### src/core/dta_defs.vh
`ifndef DTA_DEFS_VH
`define DTA_DEFS_VH
`define DTA_CH_WRITE      3'h0
`define DTA_CH_READ       3'h1
`define DTA_MAX_BURST_B   8'h80
`define DTA_MAX_BURST_W   5'h10
`define DTA_FMT_MWR       8'h60
`define DTA_FMT_MRD       8'h20
`define DTA_FMT_CPLD      8'h4a
`define DTA_HDR_CREDITS   8'h01
`define DTA_DATA_CR_BYTES 8'h10
`define DTA_RX_DEPTH      5'h10
`define DTA_TAG_BASE      8'h00
`endif

### src/core/dta_adapter.v
// Notes on behaviour
// - Channel 0 carries only outgoing writes from the bus master to the link.
// - Channel 1 carries only reads that fetch data from the link side.
// - Every other channel number is ignored and gets no response.
// - A channel 0 write burst becomes one memory write packet in the queue.
// - A queued write needs posted credits, then a send request, then data.
// - The first channel 1 read of a transfer is ended with a retry; later reads take data.
// - Each retried read becomes a memory read packet in the same queue.
// - A queued read leaves the queue only with enough non-posted credits.
// - The send request is raised before any packet word is driven.
// - Read data may arrive in several completions and is gathered in full.
// - Data ready on channel 1 is raised only once all data is buffered.
// - Completion credits are returned as buffered data is drained.
// - A completion whose tag is not the outstanding tag is dropped.
// - The send request is withheld while reported credits fall short.
// - Packet words move only after the core answers the request with ready.
`timescale 1ns/1ps
`include "dta_defs.vh"
module dta_adapter (
    input  wire        CLOCK_I,
    input  wire        RST_N_I,
    input  wire        WB_CYC_I,
    input  wire        WB_STB_I,
    input  wire        WB_WE_I,
    input  wire [2:0]  WB_CH_I,
    input  wire [31:0] WB_ADR_I,
    input  wire [63:0] WB_DAT_I,
    input  wire [7:0]  WB_LEN_I,
    output wire        WB_ACK_O,
    output wire        WB_RTY_O,
    output reg  [63:0] WB_DAT_O,
    output wire        DMA_REQ_O,
    input  wire        DMA_ACK_I,
    output wire        TX_REQ_O,
    input  wire        TX_RDY_I,
    output reg  [63:0] TX_DATA_O,
    output reg         TX_ST_O,
    output reg         TX_END_O,
    input  wire [7:0]  TX_CA_PH_I,
    input  wire [11:0] TX_CA_PD_I,
    input  wire [7:0]  TX_CA_NPH_I,
    input  wire        RX_ST_I,
    input  wire        RX_END_I,
    input  wire        RX_VAL_I,
    input  wire [63:0] RX_DATA_I,
    output reg         CPL_CR_O,
    output reg  [7:0]  CPL_CR_NUM_O
);
    localparam S_IDLE = 4'h1;
    localparam S_REQ  = 4'h2;
    localparam S_HDR  = 4'h4;
    localparam S_DATA = 4'h8;

    // Payload store for one write burst, 16 words of 8 bytes.
    reg  [63:0] wbuf [0:15];
    reg  [4:0]  wcnt_reg;
    reg  [31:0] waddr_reg;
    reg  [7:0]  wlen_reg;
    // Two-entry packet queue: kind (1 = write), address, length in bytes.
    reg         q_kind [0:1];
    reg  [31:0] q_addr [0:1];
    reg  [7:0]  q_len  [0:1];
    reg  [1:0]  q_cnt_reg;
    reg         q_wp_reg;
    reg         q_rp_reg;
    reg  [3:0]  st_reg;
    reg  [4:0]  tx_idx_reg;
    reg         rd_busy_reg;
    reg  [7:0]  rd_need_reg;
    reg  [7:0]  rd_got_reg;
    reg  [7:0]  tag_reg;
    reg         rx_keep_reg;
    reg  [63:0] rbuf [0:15];
    reg  [4:0]  rwp_reg;
    reg  [4:0]  rrp_reg;
    reg         rdy_reg;

    wire wb_req   = WB_CYC_I & WB_STB_I;
    wire wr_beat  = wb_req & WB_WE_I & (WB_CH_I == `DTA_CH_WRITE);
    wire rd_ch    = wb_req & ~WB_WE_I & (WB_CH_I == `DTA_CH_READ);
    // Other channels fall through both terms and are never answered.
    wire rd_first = rd_ch & ~rd_busy_reg;
    wire rd_drain = rd_ch & rdy_reg & (rrp_reg != rwp_reg);
    wire q_full   = (q_cnt_reg == 2'h2);
    // The write buffer is single, so a burst waits while one is queued.
    wire w_hold   = q_full | (q_cnt_reg != 2'h0 & q_kind[q_rp_reg])
                  | (st_reg != S_IDLE);
    wire w_take   = wr_beat & ~w_hold;
    wire w_last   = w_take & (wcnt_reg + 5'h01 ==
                    ((WB_LEN_I + 8'h07) >> 3));
    wire r_push   = rd_first & ~q_full;
    wire [7:0] dwords = q_len[q_rp_reg] >> 2;
    wire [7:0] data_cr = (q_len[q_rp_reg] + `DTA_DATA_CR_BYTES - 8'h01)
                       >> 4;
    wire cr_ok = q_kind[q_rp_reg] ?
                 (TX_CA_PH_I >= `DTA_HDR_CREDITS &&
                  TX_CA_PD_I >= {4'h0, data_cr}) :
                 (TX_CA_NPH_I >= `DTA_HDR_CREDITS);
    wire q_pop    = (st_reg == S_DATA) & TX_END_O;
    wire [4:0] rrp_inc = rrp_reg + 5'h01;
    // Payload words of a kept completion pass a two-entry buffer first.
    wire        cbuf_in_valid = RX_VAL_I & ~RX_ST_I & rx_keep_reg;
    wire        cbuf_valid;
    wire        cbuf_ready    = (rwp_reg != `DTA_RX_DEPTH);
    wire [63:0] cbuf_data;

    assign WB_ACK_O  = w_take | rd_drain;
    assign WB_RTY_O  = r_push;
    assign DMA_REQ_O = rdy_reg;
    assign TX_REQ_O  = (st_reg == S_REQ);

    // The core cannot be stalled, so the input ready is not used; a full
    // store leaves two words in the buffer and later words are dropped.
    dta_pair_buf #(
        .WIDTH       (64)
    ) cbuf_u (
        .clk_i       (CLOCK_I),
        .rst_n_i     (RST_N_I),
        .in_valid_i  (cbuf_in_valid),
        .in_ready_o  (),
        .in_data_i   (RX_DATA_I),
        .out_valid_o (cbuf_valid),
        .out_ready_i (cbuf_ready),
        .out_data_o  (cbuf_data)
    );

    always @(posedge CLOCK_I or negedge RST_N_I) begin
        if (!RST_N_I) begin
            wcnt_reg  <= 5'h00;
            waddr_reg <= 32'h0;
            wlen_reg  <= 8'h00;
            q_cnt_reg <= 2'h0;
            q_wp_reg  <= 1'b0;
            q_rp_reg  <= 1'b0;
        end else begin
            if (w_take) begin
                wbuf[wcnt_reg[3:0]] <= WB_DAT_I;
                if (wcnt_reg == 5'h00) begin
                    waddr_reg <= WB_ADR_I;
                    wlen_reg  <= WB_LEN_I;
                end
                wcnt_reg <= w_last ? 5'h00 : wcnt_reg + 5'h01;
            end
            if (w_last) begin
                q_kind[q_wp_reg] <= 1'b1;
                q_addr[q_wp_reg] <= (wcnt_reg == 5'h00) ? WB_ADR_I
                                                         : waddr_reg;
                q_len[q_wp_reg]  <= (wcnt_reg == 5'h00) ? WB_LEN_I
                                                         : wlen_reg;
                q_wp_reg         <= ~q_wp_reg;
            end else if (r_push) begin
                q_kind[q_wp_reg] <= 1'b0;
                q_addr[q_wp_reg] <= WB_ADR_I;
                q_len[q_wp_reg]  <= WB_LEN_I;
                q_wp_reg         <= ~q_wp_reg;
            end
            if (q_pop)
                q_rp_reg <= ~q_rp_reg;
            q_cnt_reg <= q_cnt_reg + {1'b0, (w_last | r_push)}
                       - {1'b0, q_pop};
        end
    end

    // Send sequence: credits, request, wait ready, header, payload.
    always @(posedge CLOCK_I or negedge RST_N_I) begin
        if (!RST_N_I) begin
            st_reg     <= S_IDLE;
            tx_idx_reg <= 5'h00;
            TX_DATA_O  <= 64'h0;
            TX_ST_O    <= 1'b0;
            TX_END_O   <= 1'b0;
            tag_reg    <= `DTA_TAG_BASE;
        end else begin
            TX_ST_O  <= 1'b0;
            TX_END_O <= 1'b0;
            case (st_reg)
            S_IDLE: begin
                if (q_cnt_reg != 2'h0 && cr_ok)
                    st_reg <= S_REQ;
            end
            S_REQ: begin
                if (TX_RDY_I) begin
                    st_reg    <= S_HDR;
                    TX_ST_O   <= 1'b1;
                    TX_DATA_O <= {q_kind[q_rp_reg] ? `DTA_FMT_MWR
                                                   : `DTA_FMT_MRD,
                                  8'h00, 8'h00, dwords,
                                  8'h00, tag_reg, 8'h0f, 8'hff};
                    tx_idx_reg <= 5'h00;
                end
            end
            S_HDR: begin
                st_reg    <= S_DATA;
                TX_DATA_O <= {q_addr[q_rp_reg], 32'h0};
                TX_END_O  <= ~q_kind[q_rp_reg];
            end
            S_DATA: begin
                if (TX_END_O) begin
                    st_reg <= S_IDLE;
                    if (!q_kind[q_rp_reg])
                        tag_reg <= tag_reg + 8'h01;
                end else begin
                    TX_DATA_O  <= wbuf[tx_idx_reg[3:0]];
                    tx_idx_reg <= tx_idx_reg + 5'h01;
                    TX_END_O   <= (tx_idx_reg + 5'h01 ==
                                   {2'b00, dwords[7:1]});
                end
            end
            default: st_reg <= S_IDLE;
            endcase
        end
    end

    // Completion intake: header word holds the tag, the rest is payload.
    always @(posedge CLOCK_I or negedge RST_N_I) begin
        if (!RST_N_I) begin
            rd_busy_reg  <= 1'b0;
            rd_need_reg  <= 8'h00;
            rd_got_reg   <= 8'h00;
            rx_keep_reg  <= 1'b0;
            rwp_reg      <= 5'h00;
            rrp_reg      <= 5'h00;
            rdy_reg      <= 1'b0;
            WB_DAT_O     <= 64'h0;
            CPL_CR_O     <= 1'b0;
            CPL_CR_NUM_O <= 8'h00;
        end else begin
            CPL_CR_O <= 1'b0;
            if (r_push) begin
                rd_busy_reg <= 1'b1;
                rd_need_reg <= WB_LEN_I;
                rd_got_reg  <= 8'h00;
                rwp_reg     <= 5'h00;
                rrp_reg     <= 5'h00;
            end
            if (RX_VAL_I && RX_ST_I) begin
                rx_keep_reg <= rd_busy_reg & ~rdy_reg &
                    (RX_DATA_I[63:56] == `DTA_FMT_CPLD) &
                    (RX_DATA_I[23:16] == tag_reg - 8'h01);
            end
            if (cbuf_valid && cbuf_ready) begin
                rbuf[rwp_reg[3:0]] <= cbuf_data;
                rwp_reg    <= rwp_reg + 5'h01;
                rd_got_reg <= rd_got_reg + 8'h08;
            end
            if (RX_VAL_I && RX_END_I)
                rx_keep_reg <= 1'b0;
            if (rd_busy_reg && !rdy_reg && rd_need_reg != 8'h00 &&
                rd_got_reg >= rd_need_reg)
                rdy_reg <= 1'b1;
            // Look one word ahead on a drain so back-to-back reads see
            // fresh data, and preload the first word before data ready.
            if (rrp_reg != rwp_reg)
                WB_DAT_O <= rbuf[rd_drain ? rrp_inc[3:0] : rrp_reg[3:0]];
            if (rd_drain) begin
                rrp_reg      <= rrp_reg + 5'h01;
                CPL_CR_O     <= 1'b1;
                CPL_CR_NUM_O <= 8'h08;
                if (rrp_reg + 5'h01 == rwp_reg) begin
                    rdy_reg     <= 1'b0;
                    rd_busy_reg <= 1'b0;
                end
            end
            if (DMA_ACK_I && rdy_reg && !rd_drain)
                rdy_reg <= 1'b1;
        end
    end
endmodule // dta_adapter

// Two-entry buffer: the sink may stall without the source losing a word,
// traded against one cycle of latency.
module dta_pair_buf #(
    parameter WIDTH = 64
) (
    input  wire             clk_i,
    input  wire             rst_n_i,
    input  wire             in_valid_i,
    output wire             in_ready_o,
    input  wire [WIDTH-1:0] in_data_i,
    output wire             out_valid_o,
    input  wire             out_ready_i,
    output wire [WIDTH-1:0] out_data_o
);
    reg  [WIDTH-1:0] slot_reg [0:1];
    reg  [1:0]       cnt_reg;
    reg              rp_reg;
    reg              wp_reg;

    wire push = in_valid_i & (cnt_reg != 2'h2);
    wire pop  = out_valid_o & out_ready_i;

    assign in_ready_o  = (cnt_reg != 2'h2);
    assign out_valid_o = (cnt_reg != 2'h0);
    assign out_data_o  = slot_reg[rp_reg];

    always @(posedge clk_i) begin
        if (push)
            slot_reg[wp_reg] <= in_data_i;
    end

    always @(posedge clk_i or negedge rst_n_i) begin
        if (!rst_n_i) begin
            cnt_reg <= 2'h0;
            rp_reg  <= 1'b0;
            wp_reg  <= 1'b0;
        end else begin
            if (push)
                wp_reg <= ~wp_reg;
            if (pop)
                rp_reg <= ~rp_reg;
            cnt_reg <= cnt_reg + {1'b0, push} - {1'b0, pop};
        end
    end
endmodule // dta_pair_buf

### config.mk
export PLATFORM = sky130hd
export DESIGN_NAME = dta_adapter
export DESIGN_NICKNAME = d
export VERILOG_FILES = /design/src/core/dta_adapter.v
export VERILOG_INCLUDE_DIRS = /design/src /design/src/core
export SDC_FILE = /design/constraint.sdc
export NUM_CORES = 2
export LEC_CHECK = 0
export BUFFER_PORTS_ARGS = -buffer_cell sky130_fd_sc_hd__buf_4
export CAP_MARGIN = 20
export CORE_AREA = 4 4 494 496
export DETAILED_ROUTE_END_ITERATION = 8
export DIE_AREA = 0 0 498 500
export GPL_TIMING_DRIVEN = 0
export SLEW_MARGIN = 20
export SYNTH_ARGS = -nofsm -noshare
export SYNTH_HDL_FRONTEND = slang
export SYNTH_SLANG_ARGS = --single-unit
### constraint.sdc
create_clock -name CLOCK_I -period 6.2 [get_ports CLOCK_I]
set_input_delay 1.24 -clock CLOCK_I [delete_from_list [all_inputs] [get_ports CLOCK_I]]
set_output_delay 1.24 -clock CLOCK_I [all_outputs]
set_load 0.01 [all_outputs]
Word-level counts from Yosys, hierarchy flattened
Memory sizes are Yosys's and may differ from the RTL's. A register that Yosys moved wholly into a read port is not among the register bits.
Index checks and enable logic that the tools add are counted.
{"block": "word_totals", "ram_bits": 2258, "mem_count": 6, "regBits": 167}
{"memory": "rbuf", "words": 16, "word_bits": 64, "read_ports": 1, "rd_clocked_by_memory_dff": 1, "write_ports": 1, "line_no": "dta_adapter.v:73", "rtl": "reg [63:0] rbuf [0:15];"}
{"memory": "wbuf", "words": 16, "word_bits": 64, "read_ports": 1, "rd_clocked_by_memory_dff": 0, "write_ports": 1, "line_no": "dta_adapter.v:55", "rtl": "reg [63:0] wbuf [0:15];"}
{"memory": "cbuf_u.slot_reg", "words": 2, "word_bits": 64, "read_ports": 1, "rd_clocked_by_memory_dff": 0, "write_ports": 1, "line_no": "dta_adapter.v:284", "rtl": "reg [WIDTH-1:0] slot_reg [0:1];"}
{"memory": "q_addr", "words": 2, "word_bits": 32, "read_ports": 1, "rd_clocked_by_memory_dff": 0, "write_ports": 1, "line_no": "dta_adapter.v:61", "rtl": "reg [31:0] q_addr [0:1];"}
{"memory": "q_len", "words": 2, "word_bits": 8, "read_ports": 1, "rd_clocked_by_memory_dff": 0, "write_ports": 1, "line_no": "dta_adapter.v:62", "rtl": "reg [7:0] q_len [0:1];"}
{"memory": "q_kind", "words": 2, "word_bits": 1, "read_ports": 1, "rd_clocked_by_memory_dff": 0, "write_ports": 1, "line_no": "dta_adapter.v:60", "rtl": "reg q_kind [0:1];"}
{"block": "op_classes", "n_addsub": 16, "n_lt_le_gt_ge": 4, "mux": 51, "bitwise": 38, "eq_ne": 19, "n_reduce_logical": 32}
{"cell": "64-bit case mux with 3 select lines", "count": 1}
{"cell": "64-bit two-way mux", "count": 2}
{"cell": "32-bit two-way mux", "count": 2}
{"cell": "8-bit two-way mux", "count": 4}
{"cell": "5-bit two-way mux", "count": 6}
{"cell": "1-bit two-way mux", "count": 28}
{"cell": "5-bit by 1-bit adder with 5-bit output (second input constant)", "count": 4}
{"cell": "1-bit AND", "count": 20}
{"cell": "8-bit by 1-bit >= comparator with 1-bit output (second input constant)", "count": 2}
{"cell": "4-bit two-way mux", "count": 4}
{"cell": "4-bit case mux with 4 select lines", "count": 1}
{"cell": "8-bit by 1-bit subtractor with 8-bit output (second input constant)", "count": 2}
{"cell": "1-bit logical AND", "count": 14}
{"cell": "2-bit nonzero test", "count": 7}
{"cell": "5-bit by 1-bit adder with 6-bit output (second input constant)", "count": 2}
{"cell": "6-bit by 5-bit == test with 1-bit output", "count": 2}
{"cell": "12-bit by 4-bit >= comparator with 1-bit output", "count": 1}
{"cell": "3-bit AND reduction", "count": 4}
{"cell": "1-bit NOT", "count": 11}
{"cell": "5-bit case mux with 2 select lines", "count": 1}
{"cell": "8-bit by 1-bit adder with 8-bit output (second input constant)", "count": 1}
{"cell": "8-bit by 3-bit adder with 8-bit output (second input constant)", "count": 1}
{"cell": "8-bit by 4-bit adder with 8-bit output (second input constant)", "count": 1}
{"cell": "8-bit by 5-bit adder with 8-bit output (second input constant)", "count": 1}
{"cell": "25 further kinds", "count": 38}

Logic depth before layout (Yosys ltp)
{"block": "logic_depth", "ltp_word": 11, "ltp_mapped": 15, "depth_no_buf": 13}

By module
Synthesis repeated with hierarchy kept, for this count alone.
{"block": "unflattened", "hier_cells": 4684, "hier_area_um2": 96102.2}
{"module": "dta_adapter", "cells_each": 4468, "n_inst": 1, "area_each_um2": 91078.6, "seq_area_each_um2": 69568.0}
{"module": "dta_pair_buf", "cells_each": 216, "n_inst": 1, "area_each_um2": 5023.6, "seq_area_each_um2": 3943.8}

Least setup slack after synthesis
OpenSTA, ideal clock, no wires.
{"block": "synth_path", "path_type": "input to register", "start": "in WB_CH_I[2]", "end": "mem wbuf[9][0], enable pin", "cell_stages": 5, "required_ps": 5622, "arrival_time_ps": 6887, "path_slack_ps": -1265, "setup_time_ps": 578, "cell_sequence": "and4bb_1 -> nand3_1 -> nor3_4 -> nand3_1 -> nor3b_1"}
{"block": "synth_via", "elab_chain_len": 6}
{"element": "start: declaration", "line_no": "dta_adapter.v:25", "rtl": "input wire [2:0] WB_CH_I,"}
{"element": "3-bit logical NOT (no source line)"}
{"element": "1-bit AND", "line_no": "dta_adapter.v:79", "rtl": "wire wr_beat = wb_req & WB_WE_I & (WB_CH_I == `DTA_CH_WRITE);"}
{"element": "1-bit AND", "line_no": "dta_adapter.v:88", "rtl": "wire w_take = wr_beat & ~w_hold;"}
{"element": "1-bit two-way mux", "line_no": "dta_adapter.v:136", "rtl": "if (w_take) begin"}
{"element": "1-bit logical AND (implied by the code)", "line_no": "dta_adapter.v:137", "rtl": "wbuf[wcnt_reg[3:0]] <= WB_DAT_I;"}
{"element": "1-bit two-way mux (implied by the code)", "line_no": "dta_adapter.v:137"}
{"element": "end: declaration", "line_no": "dta_adapter.v:55"}
Every way passes these cells.

Worst setup path in the final report
{"block": "layout_path", "start": "in WB_CH_I[2]", "end": "reg WB_DAT_O[42] (read register of rbuf)"}
{"block": "layout_via", "elab_chain_len": 5}
{"element": "3-bit by 1-bit == test with 1-bit output (no source line)"}
{"element": "1-bit AND", "line_no": "dta_adapter.v:80", "rtl": "wire rd_ch = wb_req & ~WB_WE_I & (WB_CH_I == `DTA_CH_READ);"}
{"element": "1-bit AND (2 in series)", "line_no": "dta_adapter.v:83", "rtl": "wire rd_drain = rd_ch & rdy_reg & (rrp_reg != rwp_reg);"}
{"element": "named net rd_drain", "line_no": "dta_adapter.v:83"}
{"element": "4-bit two-way mux", "line_no": "dta_adapter.v:254", "rtl": "WB_DAT_O <= rbuf[rd_drain ? rrp_inc[3:0] : rrp_reg[3:0]];"}
{"element": "end: declaration", "line_no": "dta_adapter.v:31", "rtl": "output reg [63:0] WB_DAT_O,"}
The timed path passes the listed nets, and every way through them passes these cells.
A chain may end at the register's enable or synchronous reset.

==> results.txt <==
CTS tree - yes
Clock power frac - 0.430
Post-CTS Setup Bufs - 0
Max-Slew Margin vs Limit - 0.207
final instance area - 114,000 sq um
peak supply drop - 0.263 mV
Yosys reg bits - 2,486
DIE HEIGHT - 500 um
sequential element share of the synthesized area - 0.770
clk_lat worst skew - 0.89 ns
vias per cell - 5.54
async set or reset register ratio after synthesis - 0.0917
vias in the first global route - 49,365
WP data arrival - 5.91 ns
total power - 34.2 mW
WL per Instance - 29.3 um
Final min period - 5.19 ns
M1 GR Usage - 0.264
Initial DRT Pass Iterations - 5
PortBufs - 343
layout cells sized above 1 - 0.290
sw frac - 0.206
cell count after synthesis - 4,582
global routing usage on met3 - 0.0446
Die Width - 498 um
routed wire length - 257,000 um
post-CTS resize count - 0
Root Driver - clkbuf_16
Hold Buf Count CTS - 0
grt peak-use layer - met2
clk buf depth - 3
Internal - 27.1 mW
largest net degree at the start of global routing - 74
pwr/cell area - 300 nW/um^2
Reg clk slew, reported paths - 0.06 ns
Avg Cell Area, Syn - 20.8 sq um
WHS - 0.264 ns
Final Hold Violating Endpoints - 0
synth warn - 0
met2 global-route usage - 0.349
measured slew at the worst slew-check pin - 1.19 ns
sw power - 7.06 mW
initial antenna violation count - 45
P_leak - 40.3 nW
Data required, critical path - 6.92 ns
final layout net count - 5,575
Final Skew - 0.0315 ns
Synth area leader - edfxtp_1
placed insts - 8,282
Slew Limit Fails - 0
Initial Utilization - 0.398
Startpoint Class - input port
Worst Hold Class - in -> async
setup tns final - 0 ns
H-tree depth - 4
total core area - 240,000 sq um
die area - 249,000 sq um
placed inst area - 106,000 sq um
Comb power frac - 0.033
total track usage - 0.204
f_max - 193 MHz
Netlist cell types - 75
Main synth FF type - edfxtp_1
DP HPWL - 175,000 um
WS Path Type - in -> reg
Post-synth EDFFs - 2,258
# DRC - 0
num rows - 180
fillcell total - 19,751
first-pass GRT wire length - 365,000 um
max-cap violation count - 0
Layout area overhead - 19.3%
# IOs - 352
Num CTS Buffers - 238
ratio of final minimum period to clock period - 0.837
final setup violation count - 0
Iteration-0 DRC Markers - 5,060
Mapped Area - 95,500 sq um
RSZ-0062 raised after global routing - no
GPL Wtd Cong - 0.773
status - completed
CP Capture Type - flop
Final ANT Viol Nets - 0
critical-path maximum fanout - 10
via count - 48,494
Sink Count - 2,486
post-synth top area share - 0.710
Flop pwr share - 0.536
Final Non-Filler Cells - 8,749
total gr overflow - 0
Synth area leaders - edfxtp_1 71%, mux4_2 11%, dfrtp_1 6.0%
==> final timing paths <==
kind,start,endpoint,slack [ns],cells past startpoint
worst max-delay path,WB_CH_I[2],WB_DAT_O[42],1.01,15
worst min-delay path,RST_N_I,WB_DAT_O[58],0.26,1
worst max register to register,rwp_reg[2],WB_DAT_O[42],1.22,15
worst min register to register,CPL_CR_NUM_O[3],CPL_CR_NUM_O[3],0.48,1
max in group asynchronous,RST_N_I,waddr_reg[27],4.35,4
min in group CLOCK_I,CPL_CR_NUM_O[3],CPL_CR_NUM_O[3],0.48,1
==> cells in the final DEF, fill, tap and decap left out, types with 11 or more instances in the layout <==
| cell type | count |
|---|---|
| mux2_2 | 110 |
| nand2_1 | 72 |
| a22oi_1 | 136 |
| ha_1 | 27 |
| buf_4 | 370 |
| buf_2 | 55 |
| a21oi_1 | 152 |
| mux4_2 | 448 |
| edfxtp_1 | 2258 |
| nor2_4 | 25 |
| a221o_1 | 37 |
| a221oi_1 | 65 |
| buf_6 | 23 |
| clkbuf_2 | 19 |
| clkbuf_16 | 240 |
| clkinv_1 | 24 |
| mux2_1 | 40 |
| nor2_1 | 113 |
| xnor2_1 | 30 |
| dfrtp_1 | 227 |
| clkbuf_8 | 33 |
| buf_8 | 42 |
| xor2_1 | 23 |
| mux2i_1 | 295 |
| nand2b_1 | 15 |
| buf_16 | 60 |
| clkinv_2 | 48 |
| buf_1 | 18 |
| bufinv_16 | 22 |
| nor4_1 | 11 |
| buf_12 | 51 |
| clkbuf_1 | 187 |
| nand3_1 | 31 |
| inv_1 | 27 |
| o21ai_0 | 34 |
| o21ai_1 | 22 |
| a22o_1 | 12 |
==> layout make-up <==
class                      instances  area (sq um)  area share
antenna                           10          25.0    0.000220
buffer                           259          1240      0.0109
clock buffer                     328          6670      0.0586
clock inverter                   127          1330      0.0117
inverter                          27           101    0.000890
multi-input combinational       1816         21000       0.184
sequential                      2486         73500       0.646
tap                             3185          3990      0.0350
timing repair buffer             511          6030      0.0530
==> logic make-up (layout without fill, tap and decap cells) <==
kind of cell | Yosys count | in the layout | share of synthesized area
other | 1 | 17 | 0.0000393
adder cells (fa/ha/maj) | 27 | 27 | 0.00354
multiplexers | 894 | 894 | 0.154
XOR/XNOR | 55 | 55 | 0.00520
AO/OA/AOI/OAI | 502 | 502 | 0.0365
buffers and inverters | 286 | 1252 | 0.0138
flip-flops | 2486 | 2486 | 0.770
AND/OR/NAND/NOR | 331 | 331 | 0.0164
==> cell usage after synthesis, types with 12 or more instances <==
| cell | n |
|---|---|
| buf_2 | 55 |
| nand2b_1 | 15 |
| a22oi_1 | 136 |
| mux2_2 | 110 |
| nand3_1 | 31 |
| mux2_1 | 40 |
| mux2i_1 | 295 |
| mux4_2 | 448 |
| dfrtp_1 | 227 |
| nand2_1 | 72 |
| inv_1 | 27 |
| a21oi_1 | 152 |
| buf_6 | 12 |
| edfxtp_1 | 2258 |
| clkbuf_1 | 150 |
| nor3_1 | 17 |
| a22o_1 | 12 |
| xor2_1 | 23 |
| xnor2_1 | 30 |
| a221oi_1 | 65 |
| ha_1 | 27 |
| o21ai_1 | 22 |
| buf_4 | 23 |
| o21ai_0 | 35 |
| a221o_1 | 37 |
| buf_1 | 18 |
| nor2_1 | 138 |
==> power groups by stage <==
| stage | combinational, mW | sequential (mW) | clock (mW) |
|---|---|---|---|
| CTS | 1.16 | 18.3 | 15.0 |
| detailed placement | 1.16 | 18.7 | 0 |
| floorplan | 0.467 | 18.7 | 0 |
| finish | 1.14 | 18.3 | 14.7 |
| global placement | 1.10 | 18.7 | 0 |
| global route | 1.23 | 18.3 | 15.7 |
==> layer usage <==
| layer | routed length, um | up-vias |
|---|---|---|
| met2 | 130000 | 1684 |
| met1 | 102000 | 25919 |
| met5 | 287 | - |
| met4 | 6510 | 32 |
| li1 | - | 20501 |
| met3 | 17900 | 358 |
==> critical path, cell delays in order <==
cell	delay, ns
buf_4	0.11
nand4bb_1	0.42
nor2_1	0.49
o21ai_1	0.18
buf_2	0.25
inv_1	0.17
ha_1	0.18
buf_2	0.39
buf_2	0.47
buf_2	0.41
clkbuf_1	0.75
mux2i_1	0.27
a221oi_1	0.10
a21oi_1	0.35
a21oi_1	0.11
==> metrics by stage <==
step | setup slack (ns) | util
floorplan | 0.101 | -
global placement | -6.49 | 0.426
detailed placement | 0.00753 | 0.441
CTS | 0.958 | 0.475
global route | 0.870 | 0.475
finish | 1.01 | 0.475
(Power assumes the default switching activity.)
